**src/icf_consts.vh**
```
// Constants for the input capture FIFO unit: offsets, fields, resets.
// Assumes a single 250 MHz clock and a plain strobe register port.
`ifndef ICF_CONSTS_VH
`define ICF_CONSTS_VH
`define ICF_ADDR_W 3
`define ICF_A_CON1_ODD 3'h0
`define ICF_A_CON2_ODD 3'h1
`define ICF_A_BUF_LOW 3'h2
`define ICF_A_CON1_EVEN 3'h4
`define ICF_A_CON2_EVEN 3'h5
`define ICF_A_BUF_HIGH 3'h6
`define ICF_CON1_RST 16'h0000
`define ICF_CON2_RST 16'h0000
`define ICF_B_MODE_LO 0
`define ICF_B_MODE_HI 2
`define ICF_B_BNE 3
`define ICF_B_RATE_LO 5
`define ICF_B_RATE_HI 6
`define ICF_B_TSEL_LO 10
`define ICF_B_TSEL_HI 12
`define ICF_B_SSEL_LO 0
`define ICF_B_SSEL_HI 4
`define ICF_B_TSTAT 6
`define ICF_B_TRIG 7
`define ICF_B_CASC 8
`define ICF_M_OFF 3'h0
`define ICF_M_EDGE 3'h1
`define ICF_M_FALL 3'h2
`define ICF_M_RISE 3'h3
`define ICF_M_RISE4 3'h4
`define ICF_M_RISE16 3'h5
`define ICF_PRE4_CNT 5'h03
`define ICF_PRE16_CNT 5'h0f
`endif

```
**src/icf_capture.v**
```verilog
// Input capture pair (odd low half, even high half) with capture FIFOs.
// Assumes time bases and source enables arrive as ref_clk-domain levels,
// capture pins are asynchronous and are synchronised here.
//
// Design decisions made here: the address-and-strobe port and the address map.
`include "icf_consts.vh"
module icf_capture #(
   parameter DEPTH = 4,
   parameter AW = 2
)(
   // Clock and reset
   input wire ref_clk,
   input wire reset,
   // Register port
   input wire [`ICF_ADDR_W-1:0] reg_addr,
   input wire [15:0] reg_wdata,
   input wire reg_wr,
   input wire reg_rd,
   output reg [15:0] reg_rdata,
   // Capture pins
   input wire capture_input_pin_odd,
   input wire capture_input_pin_even,
   // Time base and source enables
   input wire [7:0] time_base_en,
   input wire [31:1] source_en,
   // Interrupt requests
   output reg irq_odd_r,
   output reg irq_even_r
);
   reg [15:0] con1_r [0:1];
   reg [15:0] con2_r [0:1];
   reg [15:0] cnt_r [0:1];
   reg [15:0] fifo_r [0:1][0:DEPTH-1];
   reg [AW-1:0] wp_r [0:1];
   reg [AW-1:0] rp_r [0:1];
   reg [AW:0] lvl_r [0:1];
   reg [4:0] pre_r [0:1];
   reg [1:0] ev_r [0:1];
   reg [1:0] s1_r, s2_r, s3_r;
   reg armed_r [0:1];
   reg casc_w;
   wire [1:0] irq_w;
   integer k;

   localparam [AW:0] FULL_LVL = DEPTH;

   // Source code 0 means none selected
   function src_on;
      input [4:0] sel;
      begin
         src_on = (sel == 5'h00) ? 1'b0 : source_en[sel];
      end
   endfunction

   // not-empty flag replaces stored bit 3
   function [15:0] stat_word;
      input [15:0] con;
      input [AW:0] lvl;
      begin
         stat_word = {con[15:4], (lvl != {(AW+1){1'b0}}), con[2:0]};
      end
   endfunction

   // Pin synchronisers; s2 is the first stage anything reads
   always @(posedge ref_clk)
   begin
      if (reset)
      begin
         s1_r <= 2'b00;
         s2_r <= 2'b00;
         s3_r <= 2'b00;
      end
      else
      begin
         s1_r <= {capture_input_pin_even, capture_input_pin_odd};
         s2_r <= s1_r;
         s3_r <= s2_r;
      end
   end

   always @*
   begin
      casc_w = con2_r[0][`ICF_B_CASC] & con2_r[1][`ICF_B_CASC];
   end

   genvar g;
   generate
      for (g = 0; g < 2; g = g + 1)
      begin : mod
         wire [15:0] c1 = (casc_w) ? con1_r[0] : con1_r[g];
         wire [15:0] c2 = (casc_w) ? con2_r[0] : con2_r[g];
         wire [2:0] mode = c1[`ICF_B_MODE_HI:`ICF_B_MODE_LO];
         wire [1:0] rate = c1[`ICF_B_RATE_HI:`ICF_B_RATE_LO];
         wire [4:0] ssel = c2[`ICF_B_SSEL_HI:`ICF_B_SSEL_LO];
         wire trig = c2[`ICF_B_TRIG];
         wire tb_on = time_base_en[c1[`ICF_B_TSEL_HI:`ICF_B_TSEL_LO]];
         wire go = tb_on & ((trig) ? c2[`ICF_B_TSTAT] : src_on(ssel));
         wire pin = (casc_w) ? s3_r[0] : s3_r[g];
         wire pin_d = (casc_w) ? s2_r[0] : s2_r[g];
         wire rise = pin_d & ~pin;
         wire fall = ~pin_d & pin;
         reg hit;
         always @*
         begin
            case (mode)
               `ICF_M_EDGE: hit = rise | fall;
               `ICF_M_FALL: hit = fall;
               `ICF_M_RISE: hit = rise;
               `ICF_M_RISE4: hit = rise & (pre_r[g] == `ICF_PRE4_CNT);
               `ICF_M_RISE16: hit = rise & (pre_r[g] == `ICF_PRE16_CNT);
               default: hit = 1'b0;
            endcase
         end
         wire arm = (casc_w) ? armed_r[0] : armed_r[g];
         wire cap = hit & arm & go;
         wire tick = (casc_w && g == 1) ? (armed_r[0] & go & (cnt_r[0] == 16'hffff))
                                         : (armed_r[g] & go);
         wire rd = reg_rd & (reg_addr == ((g == 0) ? `ICF_A_BUF_LOW : `ICF_A_BUF_HIGH));
         wire pop = rd & (lvl_r[g] != {(AW+1){1'b0}});
         wire push = cap & (lvl_r[g] != FULL_LVL);
         always @(posedge ref_clk)
         begin
            if (reset)
            begin
               cnt_r[g] <= 16'h0000;
               pre_r[g] <= 5'h00;
               armed_r[g] <= 1'b0;
            end
            else
            begin
               if (reg_wr && reg_addr == ((g == 0) ? `ICF_A_CON1_ODD : `ICF_A_CON1_EVEN))
                  armed_r[g] <= (reg_wdata[`ICF_B_MODE_HI:`ICF_B_MODE_LO] != `ICF_M_OFF);
               // held in reset until time base and source on
               if (!go)
               begin
                  cnt_r[g] <= 16'h0000;
                  pre_r[g] <= 5'h00;
               end
               else
               begin
                  if (tick)
                     cnt_r[g] <= cnt_r[g] + 16'h0001;
                  if (rise && (mode == `ICF_M_RISE4 || mode == `ICF_M_RISE16))
                     pre_r[g] <= (hit) ? 5'h00 : pre_r[g] + 5'h01;
               end
            end
         end

         // FIFO write side; a full FIFO keeps its entries
         // Pointer wraps; the level tells full from empty
         always @(posedge ref_clk)
         begin
            if (reset)
            begin
               wp_r[g] <= {AW{1'b0}};
            end
            else if (push)
            begin
               fifo_r[g][wp_r[g]] <= cnt_r[g];
               wp_r[g] <= wp_r[g] + {{(AW-1){1'b0}}, 1'b1};
            end
         end

         // Read of an empty FIFO leaves the pointer alone
         always @(posedge ref_clk)
         begin
            if (reset)
            begin
               rp_r[g] <= {AW{1'b0}};
            end
            else if (pop)
            begin
               rp_r[g] <= rp_r[g] + {{(AW-1){1'b0}}, 1'b1};
            end
         end

         // level falls to zero on the last read
         always @(posedge ref_clk)
         begin
            if (reset)
            begin
               lvl_r[g] <= {(AW+1){1'b0}};
            end
            else if (push && !pop)
            begin
               lvl_r[g] <= lvl_r[g] + {{AW{1'b0}}, 1'b1};
            end
            else if (pop && !push)
            begin
               lvl_r[g] <= lvl_r[g] - {{AW{1'b0}}, 1'b1};
            end
         end

         // event counter restarts on each interrupt
         always @(posedge ref_clk)
         begin
            if (reset)
            begin
               ev_r[g] <= 2'b00;
            end
            else if (cap)
            begin
               if (ev_r[g] == rate)
                  ev_r[g] <= 2'b00;
               else
                  ev_r[g] <= ev_r[g] + 2'b01;
            end
         end

         // every (rate + 1)th capture interrupts
         reg irq_hit;
         always @*
         begin
            irq_hit = 1'b0;
            if (cap && ev_r[g] == rate)
               irq_hit = 1'b1;
         end
         assign irq_w[g] = irq_hit;
      end
   endgenerate

   // Interrupt pulses; a cascaded pair interrupts on the odd line only
   always @(posedge ref_clk)
   begin
      if (reset)
      begin
         irq_odd_r <= 1'b0;
         irq_even_r <= 1'b0;
      end
      else
      begin
         irq_odd_r <= irq_w[0];
         irq_even_r <= irq_w[1] & ~casc_w;
      end
   end

   // Control register writes and reads
   always @(posedge ref_clk)
   begin
      if (reset)
      begin
         for (k = 0; k < 2; k = k + 1)
         begin
            con1_r[k] <= `ICF_CON1_RST;
            con2_r[k] <= `ICF_CON2_RST;
         end
      end
      else
      begin
         if (reg_wr)
         begin
            case (reg_addr)
               `ICF_A_CON1_ODD: con1_r[0] <= reg_wdata;
               `ICF_A_CON2_ODD: con2_r[0] <= reg_wdata;
               `ICF_A_CON1_EVEN: con1_r[1] <= reg_wdata;
               `ICF_A_CON2_EVEN: con2_r[1] <= reg_wdata;
               default: ;
            endcase
         end
         // trigger status set by source, cleared by software
         for (k = 0; k < 2; k = k + 1)
            if (con2_r[k][`ICF_B_TRIG] && src_on(con2_r[k][`ICF_B_SSEL_HI:`ICF_B_SSEL_LO]))
               con2_r[k][`ICF_B_TSTAT] <= 1'b1;
      end
   end

   always @(posedge ref_clk)
   begin
      if (reset)
      begin
         reg_rdata <= 16'h0000;
      end
      else if (reg_rd)
      begin
         case (reg_addr)
            `ICF_A_CON1_ODD: reg_rdata <= stat_word(con1_r[0], lvl_r[0]);
            `ICF_A_CON2_ODD: reg_rdata <= con2_r[0];
            `ICF_A_BUF_LOW: reg_rdata <= fifo_r[0][rp_r[0]];
            `ICF_A_CON1_EVEN: reg_rdata <= stat_word(con1_r[1], lvl_r[1]);
            `ICF_A_CON2_EVEN: reg_rdata <= con2_r[1];
            `ICF_A_BUF_HIGH: reg_rdata <= fifo_r[1][rp_r[1]];
            default: reg_rdata <= 16'h0000;
         endcase
      end
      else
      begin
         reg_rdata <= 16'h0000;
      end
   end
endmodule

```
**config.mk**
```make
export PLATFORM = sky130hd
export DESIGN_NAME = icf_capture
export DESIGN_NICKNAME = d
export VERILOG_FILES = /design/src/icf_capture.v
export VERILOG_INCLUDE_DIRS = /design/src
export SDC_FILE = /design/constraint.sdc
export NUM_CORES = 1
export LEC_CHECK = 0
export ABC_CLOCK_PERIOD_IN_PS = 9200
export CORE_ASPECT_RATIO = 0.75
export CORE_UTILIZATION = 50
export DETAILED_ROUTE_END_ITERATION = 16
export DONT_BUFFER_PORTS = 1
export GPL_TIMING_DRIVEN = 0
export SYNTH_ARGS = -nofsm -noshare
export SYNTH_HDL_FRONTEND = slang
export SYNTH_SLANG_ARGS = --single-unit
```
**constraint.sdc**
```tcl
create_clock -name ref_clk -period 9.2 [get_ports ref_clk]
set_input_delay 2.76 -clock ref_clk [delete_from_list [all_inputs] [get_ports ref_clk]]
set_output_delay 2.76 -clock ref_clk [all_outputs]
set_load 0.03 [all_outputs]
```
# Yosys cells after proc, flatten, opt, wreduce, memory -nomap -nowiden
# Memory sizes are Yosys's and may differ from the RTL's.
# Index checks and enable logic that the tools add are counted.
# op_classes
add_sub_neg	14
n_eq_ne	24
order_cmp	11
bitwise_logic	66
n_div	0
n_reduce_logical	28
n_mul	0
muxes	162
shifts	0
# op_table
operator	n
2-to-1 mux 16 bit	14
2-to-1 mux 64 bit	2
2-to-1 mux 1 bit	114
one-hot mux 16 bit (6 select lines)	1
binary-select mux 16 bit (select 2 bit)	2
demux 16 bit (select 2 bit)	2
adder 16 x 1 -> 16 bit, second input constant	2
2-to-1 mux 5 bit	6
bitwise OR 1 bit	30
AND 1 bit	26
== test 3 bit, second input constant	7
< comparator 5 x 6 -> 1 bit, second input constant	3
== test 16 bit, second input constant	1
2-to-1 mux 2 bit	8
binary-select mux 1 bit (select 5 bit)	3
== test 3 x 2 -> 1 bit, second input constant	5
logical NOT 5 bit	3
logical AND 1 bit	14
2-to-1 mux 13 bit	1
adder 2 x 1 -> 2 bit, second input constant	6
greater-or-equal comparator 3 bit, second input constant	4
2-to-1 mux 3 bit	4
NOT 2 -> 3 bit	4
adder 5 x 1 -> 5 bit, second input constant	2
other kinds (18)	41
# totals
ramBits	254
in_bits	64
latchBits	0
memories	10
register_bits	24
mem_bits_ro	0
output_inout_bits	18
# mem_list
name	depth	width	read_ports	rd_ports_with_merged_regs	wr	line_no	rtl
fifo_r	2	64	2	0	2	icf_capture.v:33	reg [15:0] fifo_r [0:1][0:DEPTH-1];
cnt_r	2	16	2	0	2	icf_capture.v:32	reg [15:0] cnt_r [0:1];
con1_r	2	16	2	0	2	icf_capture.v:30	reg [15:0] con1_r [0:1];
con2_r	2	16	2	0	2	icf_capture.v:31	reg [15:0] con2_r [0:1];
pre_r	2	5	2	0	2	icf_capture.v:37	reg [4:0] pre_r [0:1];
lvl_r	2	3	2	0	2	icf_capture.v:36	reg [AW:0] lvl_r [0:1];
4 more memories	--	--	--	--	--	--	

# Logic depth before layout (Yosys ltp)
# Gate-level depths: netlist (run 1).
# An unclocked memory read counts as a cell.
# logic_depth
ltp_word	17
mapped_depth	17
ltp_nobuf	15

# Worst setup path before layout (run 1)
# No wires, ideal clock.
# synth_path
path_kind	input to register
start	input port source_en[9] (netlist bit)
end	memory lvl_r[1][2] (netlist bit), data pin
setup_slack_ps	4173
setup_ps	265
t_arrival_ps	4762
t_required_ps	8935
cell_stages	11
n_path_buf	0
path_cell_list	mux2_2 > o22a_1 > a211o_1 > or3_1 > nand2_1 > nand3_1 > fa_1 > xor2_1 > nor3_1 > nand3_1 > o31ai_1
# synth_rtl
element	line_no	rtl
start: declaration	icf_capture.v:25	input wire [31:1] source_en,
end: declaration	icf_capture.v:36	

==> summary.md, run 1 <==
| Metric | Value |
|---|---|
| H-tree Lvls | 1 |
| Filler Cells Inserted | just over 2k |
| Worst setup EP type | flop |
| GPL Wtd Cong | around 0.84 |
| Via count | 7825 |
| Pin count of the biggest net entering global routing | 18 |
| Met2 wire length | 13500 um |
| Drt total wl | 30400 um |
| Share of cells above drive strength 1 | 13.5% |
| Syn Inst Count | 928 |
| Mean post-synth cell area | 14.0 sq um |
| Row cnt | 50 |
| Setup bufs post-CTS | 0 |
| Worst Setup Slack, final | around 3.9 ns |
| CP startpoint | reg_addr[2] |
| 1st-pass router iterations | 7 |
| HP Class | reg2reg |
| Count of final hold-check violations | 0 |
| FF-to-FF Start | con2_r[0][8] |
| Synthesized net count | between 1k and 1.5k |
| CTS buffer count | 28 |
| Post-synthesis sequential area ratio | between 60% and 70% |
| Startpoint Class | input port |
| Initial core utilization | approximately 50% |
| Most frequent cells in the layout | edfxtp_1 (250), nand2_1 (91), nor2_1 (74) |
| # setup viols final | 0 |
| Clock latency on the worst-skew pair | 0.57 ns |
| Min cycle time layout | 5.34 ns |
| Routed len/inst | approximately 23 um |
| Status | completed |
| Longest Clk Path Bufs | 3 |
| Antenna violations before repair | 1 |
| Worst-path clk slew | around 0.060 ns |
| First-pass GRT wire length | 46300 um |
| Via-to-Cell Ratio | between 5 and 6 |
| WL met3 | roughly 2100 um |
| Fmax | ~0.19 GHz |
| Worst EP arrival | 5.62 ns |
| Total negative slack | 0 ns |
| Synthesized flop and latch total | 276 |
| Top Ports | 82 |
| # hold bufs at CTS | 0 |
| Metal-1 WL | between 10000 and 15000 um |
| Sequential cell area | ~0.008 sq mm |
| Synth Cell Area | around 0.013 sq mm |
| Slew @ Worst Pin | about 1.4 ns |
| GRT Overall Usage | between 20% and 30% |
| Crit path max fanout | 9 |
| Initial DRC count | slightly above 700 |
| Placeable core region | ~0.025 sq mm |
| CP Class | in2reg |
| Clock root buffer | clkbuf_16 |
| Final ANT Viol Nets | 0 |
| Syn. warnings | 0 |
| EDFF count, synth | between 200 and 300 |
| Pre-CTS WS | 3.34 ns |
| Final period util | between 50% and 60% |
| Max-slew violation count | 0 |
| Vias in the first global route | ~7.5k |
| Worst Path Required | 9.48 ns |
| Max IR drop VDD | 141 uV |
| Count of nets after finishing | around 1.0k |
| Most common cell after layout, fill and taps aside | edfxtp_1 |
| Multi-input combinational cell area | around 0.0046 sq mm |
| Area delta synth->final | 10.6% |
| Leakage power | between 4 and 5 nW |
| Synth cell types | 71 |
| Max layer used | met5 |
| CTS tree | built |
| Ys flop type | edfxtp_1 |
| Port-buffer cells | 0 |
| Skew final | roughly 0.039 ns |
| Post-route DRC | 0 |
| Max Cap Violations | 0 |
| Hold_sp | s1_r[1] |
| Dpl hpwl | about 22000 um |
| Worst slew margin | just under 9% |
| Die ar. | approximately 0.027 sq mm |
| Die Ht | around 140 um |
| Die X | roughly 190 um |
| Post-CTS resize count | 0 |
| Overflow left after global routing | 0 |
| PD cells | 198 mW/mm^2 |
| RSZ-0062 raised after global routing | false |
| Post-synth ARST share | 0% |
| Clock sinks | about 280 |
logic make-up (layout without fill, tap and decap cells):
| kind of cell | count (synthesis) | count (layout) | share of synthesized area (%) |
|---|---|---|---|
| adders and majority gates | 20 | 20 | 1.99 |
| muxes | 81 | 81 | 11.3 |
| other | 0 | 1 | 0 |
| buffers and inverters | 66 | 119 | 2.38 |
| DFF | 276 | 276 | 62.0 |
| AOI/OAI and AO/OA | 117 | 117 | 6.92 |
| and+or+nand+nor | 325 | 325 | 12.6 |
| xor gates and xnor gates | 43 | 43 | 2.91 |
worst max-delay path: stages:
cell and delay (ns):
clkbuf_1 0.25, inv_1 0.16, nor3b_1 1.11, and3_1 0.35, nand3_1 0.10, fa_1 0.40, xor2_1 0.20, nor3_1 0.08
nand3_1 0.12, o31ai_1 0.08
metal layers:
metal	up-vias	GRT usage, %
met4	2	5.73
met5	-	0
met1	3883	35.3
met3	50	4.25
li1	3621	-
met2	269	35.0
worst paths after layout:
path              slack [ns]            end  depth (start not counted)
setup / recovery        3.86    lvl_r[1][2]                         10
hold / removal          0.43        s2_r[1]                          1
setup reg to reg        5.31  fifo_r[0][76]                         11
hold reg to reg         0.43        s2_r[1]                          1
through the flow:
step                      hold slack (ns)  cell area [sq um]  cells  utilization [%]  power (mW)
final                               0.430              14300   1320             56.8        2.84
after global routing                0.454              14300   1319             56.8        2.93
after CTS                           0.438              14300   1318             56.8        2.86
after detailed placement            0.426              13400   1266             53.1        1.72
after global placement              0.418              13400   1266             53.1        1.72
after floorplan                     0.414              13000    928                -        1.65
area by class of cell:
type                    count  area share, %
clock buffers              36           5.46
repair buffers              1         0.0524
multi-input cells         586           32.2
well taps                 338           2.95
flip-flops and latches    276           56.0
inverters                  25          0.655
plain buffers              41           1.49
diodes                      1         0.0175
clock inverters            16           1.13
cell usage after synthesis (all sizes together), types with 2 or more instances:
cell type,number,area [sq um]
xor2,22,193
o21ai,11,55.1
mux2i,25,279
nor2,74,278
a22o,17,149
nand4,3,18.8
nand2,93,364
nand2b,10,62.6
mux2,7,78.8
o31ai,3,22.5
nor3,14,70.1
buf,18,128
a21oi,13,65.1
ha,19,238
nor2b,13,81.3
and2,34,215
o211ai,3,22.5
a221oi,19,166
or3,5,31.3
nand4b,2,17.5
and3,32,205
nor3b,8,65.1
a31oi,22,138
o22a,4,35.0
inv,25,93.8
edfxtp,250,7510
o22ai,2,26.3
xnor2,21,184
dfxtp,26,521
a211oi,7,57.6
o32ai,3,33.8
clkbuf,23,86.3
nand3,28,145
and4,2,17.5
nand3b,3,22.5
mux4,49,1100
sequential cells by signal (all words and copies together), names as in the netlist, 2 cells and up:
name and count:
fifo_r 128, cnt_r 32, con2_r 32, con1_r 30
reg_rdata 16, pre_r 10, lvl_r 6, ev_r 4
rp_r 4, wp_r 4, armed_r 2, s1_r 2
s2_r 2, s3_r 2
where the power goes:
part	leakage (nW)	internal, mW	switching, mW
clock	0.463	0.660	0.486
combinational	1.75	0.0944	0.131
sequential	2.69	1.42	0.0533
total	4.90	2.17	0.670
(Power assumes the default switching activity.)
==> run 2: changes to the inputs <==
--- a/config.mk
+++ b/config.mk
@@ -6,12 +6,13 @@
 export SDC_FILE = /design/constraint.sdc
 export NUM_CORES = 1
 export LEC_CHECK = 0
-export ABC_CLOCK_PERIOD_IN_PS = 9200
+export ABC_CLOCK_PERIOD_IN_PS = 4700
 export CORE_ASPECT_RATIO = 0.75
 export CORE_UTILIZATION = 50
 export DETAILED_ROUTE_END_ITERATION = 16
 export DONT_BUFFER_PORTS = 1
 export GPL_TIMING_DRIVEN = 0
+export PLACE_DENSITY = 0.68
 export SYNTH_ARGS = -nofsm -noshare
 export SYNTH_HDL_FRONTEND = slang
 export SYNTH_SLANG_ARGS = --single-unit
==> constraint.sdc (replaced) <==
create_clock -name ref_clk -period 4.7 [get_ports ref_clk]
set_input_delay 1.41 -clock ref_clk [delete_from_list [all_inputs] [get_ports ref_clk]]
set_output_delay 1.41 -clock ref_clk [all_outputs]
set_load 0.03 [all_outputs]
==> run 2 against run 1 <==
Sequential share of layout area up 0.62 points. Final area down 1.1%. First-iteration DRC count down 4.3%. Via count up 0.60%. Worst setup slack worse by 3.1 ns. Non-clock buffer count down 1. Die area unchanged. Global-route usage down 0.36 points. Register-to-register slack worse by 4.5 ns. Critical path type is now reg2reg.
==> summary.md, run 2 (synthesis results as in run 1) <==
| Metric | Value |
|---|---|
| Clock sinks | 276 |
| Overflow left after global routing | 0 |
| Initial DRC count | around 690 |
| CTS tree | built |
| H-tree Lvls | 1 |
| Worst Path Required | between 4 and 5 ns |
| Max Cap Violations | 0 |
| Post-route DRC | 0 |
| Via count | between 7k and 8k |
| Most common cell after layout, fill and taps aside | edfxtp_1 |
| Leakage power | about 4.8 nW |
| Combinational power share | 8.4% |
| Worst setup EP type | flop |
| Initial core utilization | between 50% and 60% |
| Hold Crit Depth | 1 |
| Sequential cell area | between 0.008 and 0.009 sq mm |
| Skew final | between 0.015 and 0.02 ns |
| CP Class | reg2reg |
| Area delta synth->final | 9.41% |
| Worst-path clk slew | 0.06 ns |
| Count of nets after finishing | 1041 |
| Antenna violations before repair | 2 |
| Count of final hold-check violations | 0 |
| Total negative slack | 0 ns |
| Clock root buffer | clkbuf_16 |
| Design Area, Final | around 0.014 sq mm |
| Reg power frac | between 50 and 60% |
| Row cnt | 50 |
| Final period util | roughly 84% |
| 1st-pass router iterations | 5 |
| Setup bufs post-CTS | 0 |
| Switching Power | 1.27 mW |
| RSZ-0062 raised after global routing | false |
| Top Ports | approximately 80 |
| Worst R2R Path Depth | 11 |
| Int Power | between 4 and 5 mW |
| Startpoint Class | flop |
| Pin count of the biggest net entering global routing | 18 |
| Clock latency on the worst-skew pair | 0.56 ns |
| Dpl cell area | about 0.013 sq mm |
| Die Ht | around 140 um |
| Die ar. | roughly 0.027 sq mm |
| GPL Wtd Cong | 0.859 |
| Crit path max fanout | 16 |
| Max-slew violation count | 0 |
| Port-buffer cells | 0 |
| Final ANT Viol Nets | 0 |
| Routed len/inst | approximately 23 um |
| Most frequent cells in the layout | edfxtp_1 (250), nand2_1 (91), nor2_1 (74) |
| Switching Share | about a quarter |
| HP Class | reg2reg |
| Hold Slack | 0.445 ns |
| Longest Clk Path Bufs | 3 |
| GRT Overall Usage | around 23% |
| Min cycle time layout | between 3 and 4 ns |
| First-pass GRT wire length | around 46000 um |
| Via-to-Cell Ratio | 5.99 |
| Worst EP arrival | 4.10 ns |
| Placeable core region | 0.0252 sq mm |
| Drt total wl | around 30000 um |
| Status | completed |
| Share of cells above drive strength 1 | around an eighth |
| Die X | 188 um |
| # setup viols final | 0 |
| CTS buffer count | 27 |
| Cells after DPL | around 1.3k |
| Worst slew margin | ~4.5% |
| Filler Cells Inserted | about 2.0k |
| Multi-input combinational cell area | 0.00462 sq mm |
| PD cells | 375 mW/mm^2 |
| Slew @ Worst Pin | between 1 and 1.5 ns |
| Fmax | around 0.25 GHz |
| Clk pwr share | a little under two fifths |
| # diodes | 0 |
| R2R setup slack | a little under 0.8 ns |
| Max reg flops | 128 |
| Vias in the first global route | between 7k and 8k |
| Dpl hpwl | ~21000 um |
| # hold bufs at CTS | 0 |
| Post-CTS resize count | 0 |
| Final Instance Count excl. Fillers | 1315 |
| Max IR drop VDD | roughly 340 uV |
[run 2: through the flow]
stage / setup slack [ns] / utilization (%) / power (mW)
final: 0.769 / 56.2 / 5.31
after global routing: 0.372 / 56.2 / 5.46
after CTS: 0.739 / 56.2 / 5.33
after detailed placement: 0.386 / 53.1 / 3.37
after global placement: 0.389 / 53.1 / 3.36
after floorplan: 1.02 / - / 3.22
[run 2: power by group through the flow]
stage	clock, mW	combinational, mW	sequential [mW]
2_1_floorplan	0	0.328	2.89
3_3_place_gp	0	0.436	2.92
3_5_place_dp	0	0.438	2.93
4_1_cts	2.01	0.442	2.87
5_1_grt	2.09	0.482	2.89
6_report	1.99	0.446	2.88
[run 2: path summary, 6_finish.rpt]
kind            startpoint            end
max          con2_r[0][24]  fifo_r[0][96]
min                s1_r[0]        s2_r[0]
max reg2reg  con2_r[0][24]  fifo_r[0][96]
min reg2reg        s1_r[0]        s2_r[0]
[run 2: worst max-delay path: stages, from the launching register on]
cell and delay [ns]:
edfxtp_1 0.36, buf_4 0.18, nand2_1 0.22, clkbuf_1 0.49
mux2i_1 0.32, ha_1 0.27, nor3_1 0.18, a31oi_1 0.10
o22ai_4 0.20, nand3_1 0.13, nor2_1 0.30, and3_1 0.79
[run 2: final cells by class]
type / count / share of cell area (%)
well taps: 338 / 2.98
plain buffers: 41 / 1.51
clock inverters: 11 / 0.486
flip-flops and latches: 276 / 56.6
clock buffers: 38 / 5.13
inverters: 25 / 0.662
multi-input cells: 586 / 32.6
[run 2: per-layer routing]
layer  GRT usage (%)  up-vias  part of all wire [%]  wire length (um)
li1                -     3615                     -                 -
met1            33.7     3930                    45             13600
met2            34.1      278                    44             13300
met3            6.01       47                   8.0              2410
met4            5.86        2                   2.2               674
met5               0        -                 0.043                13
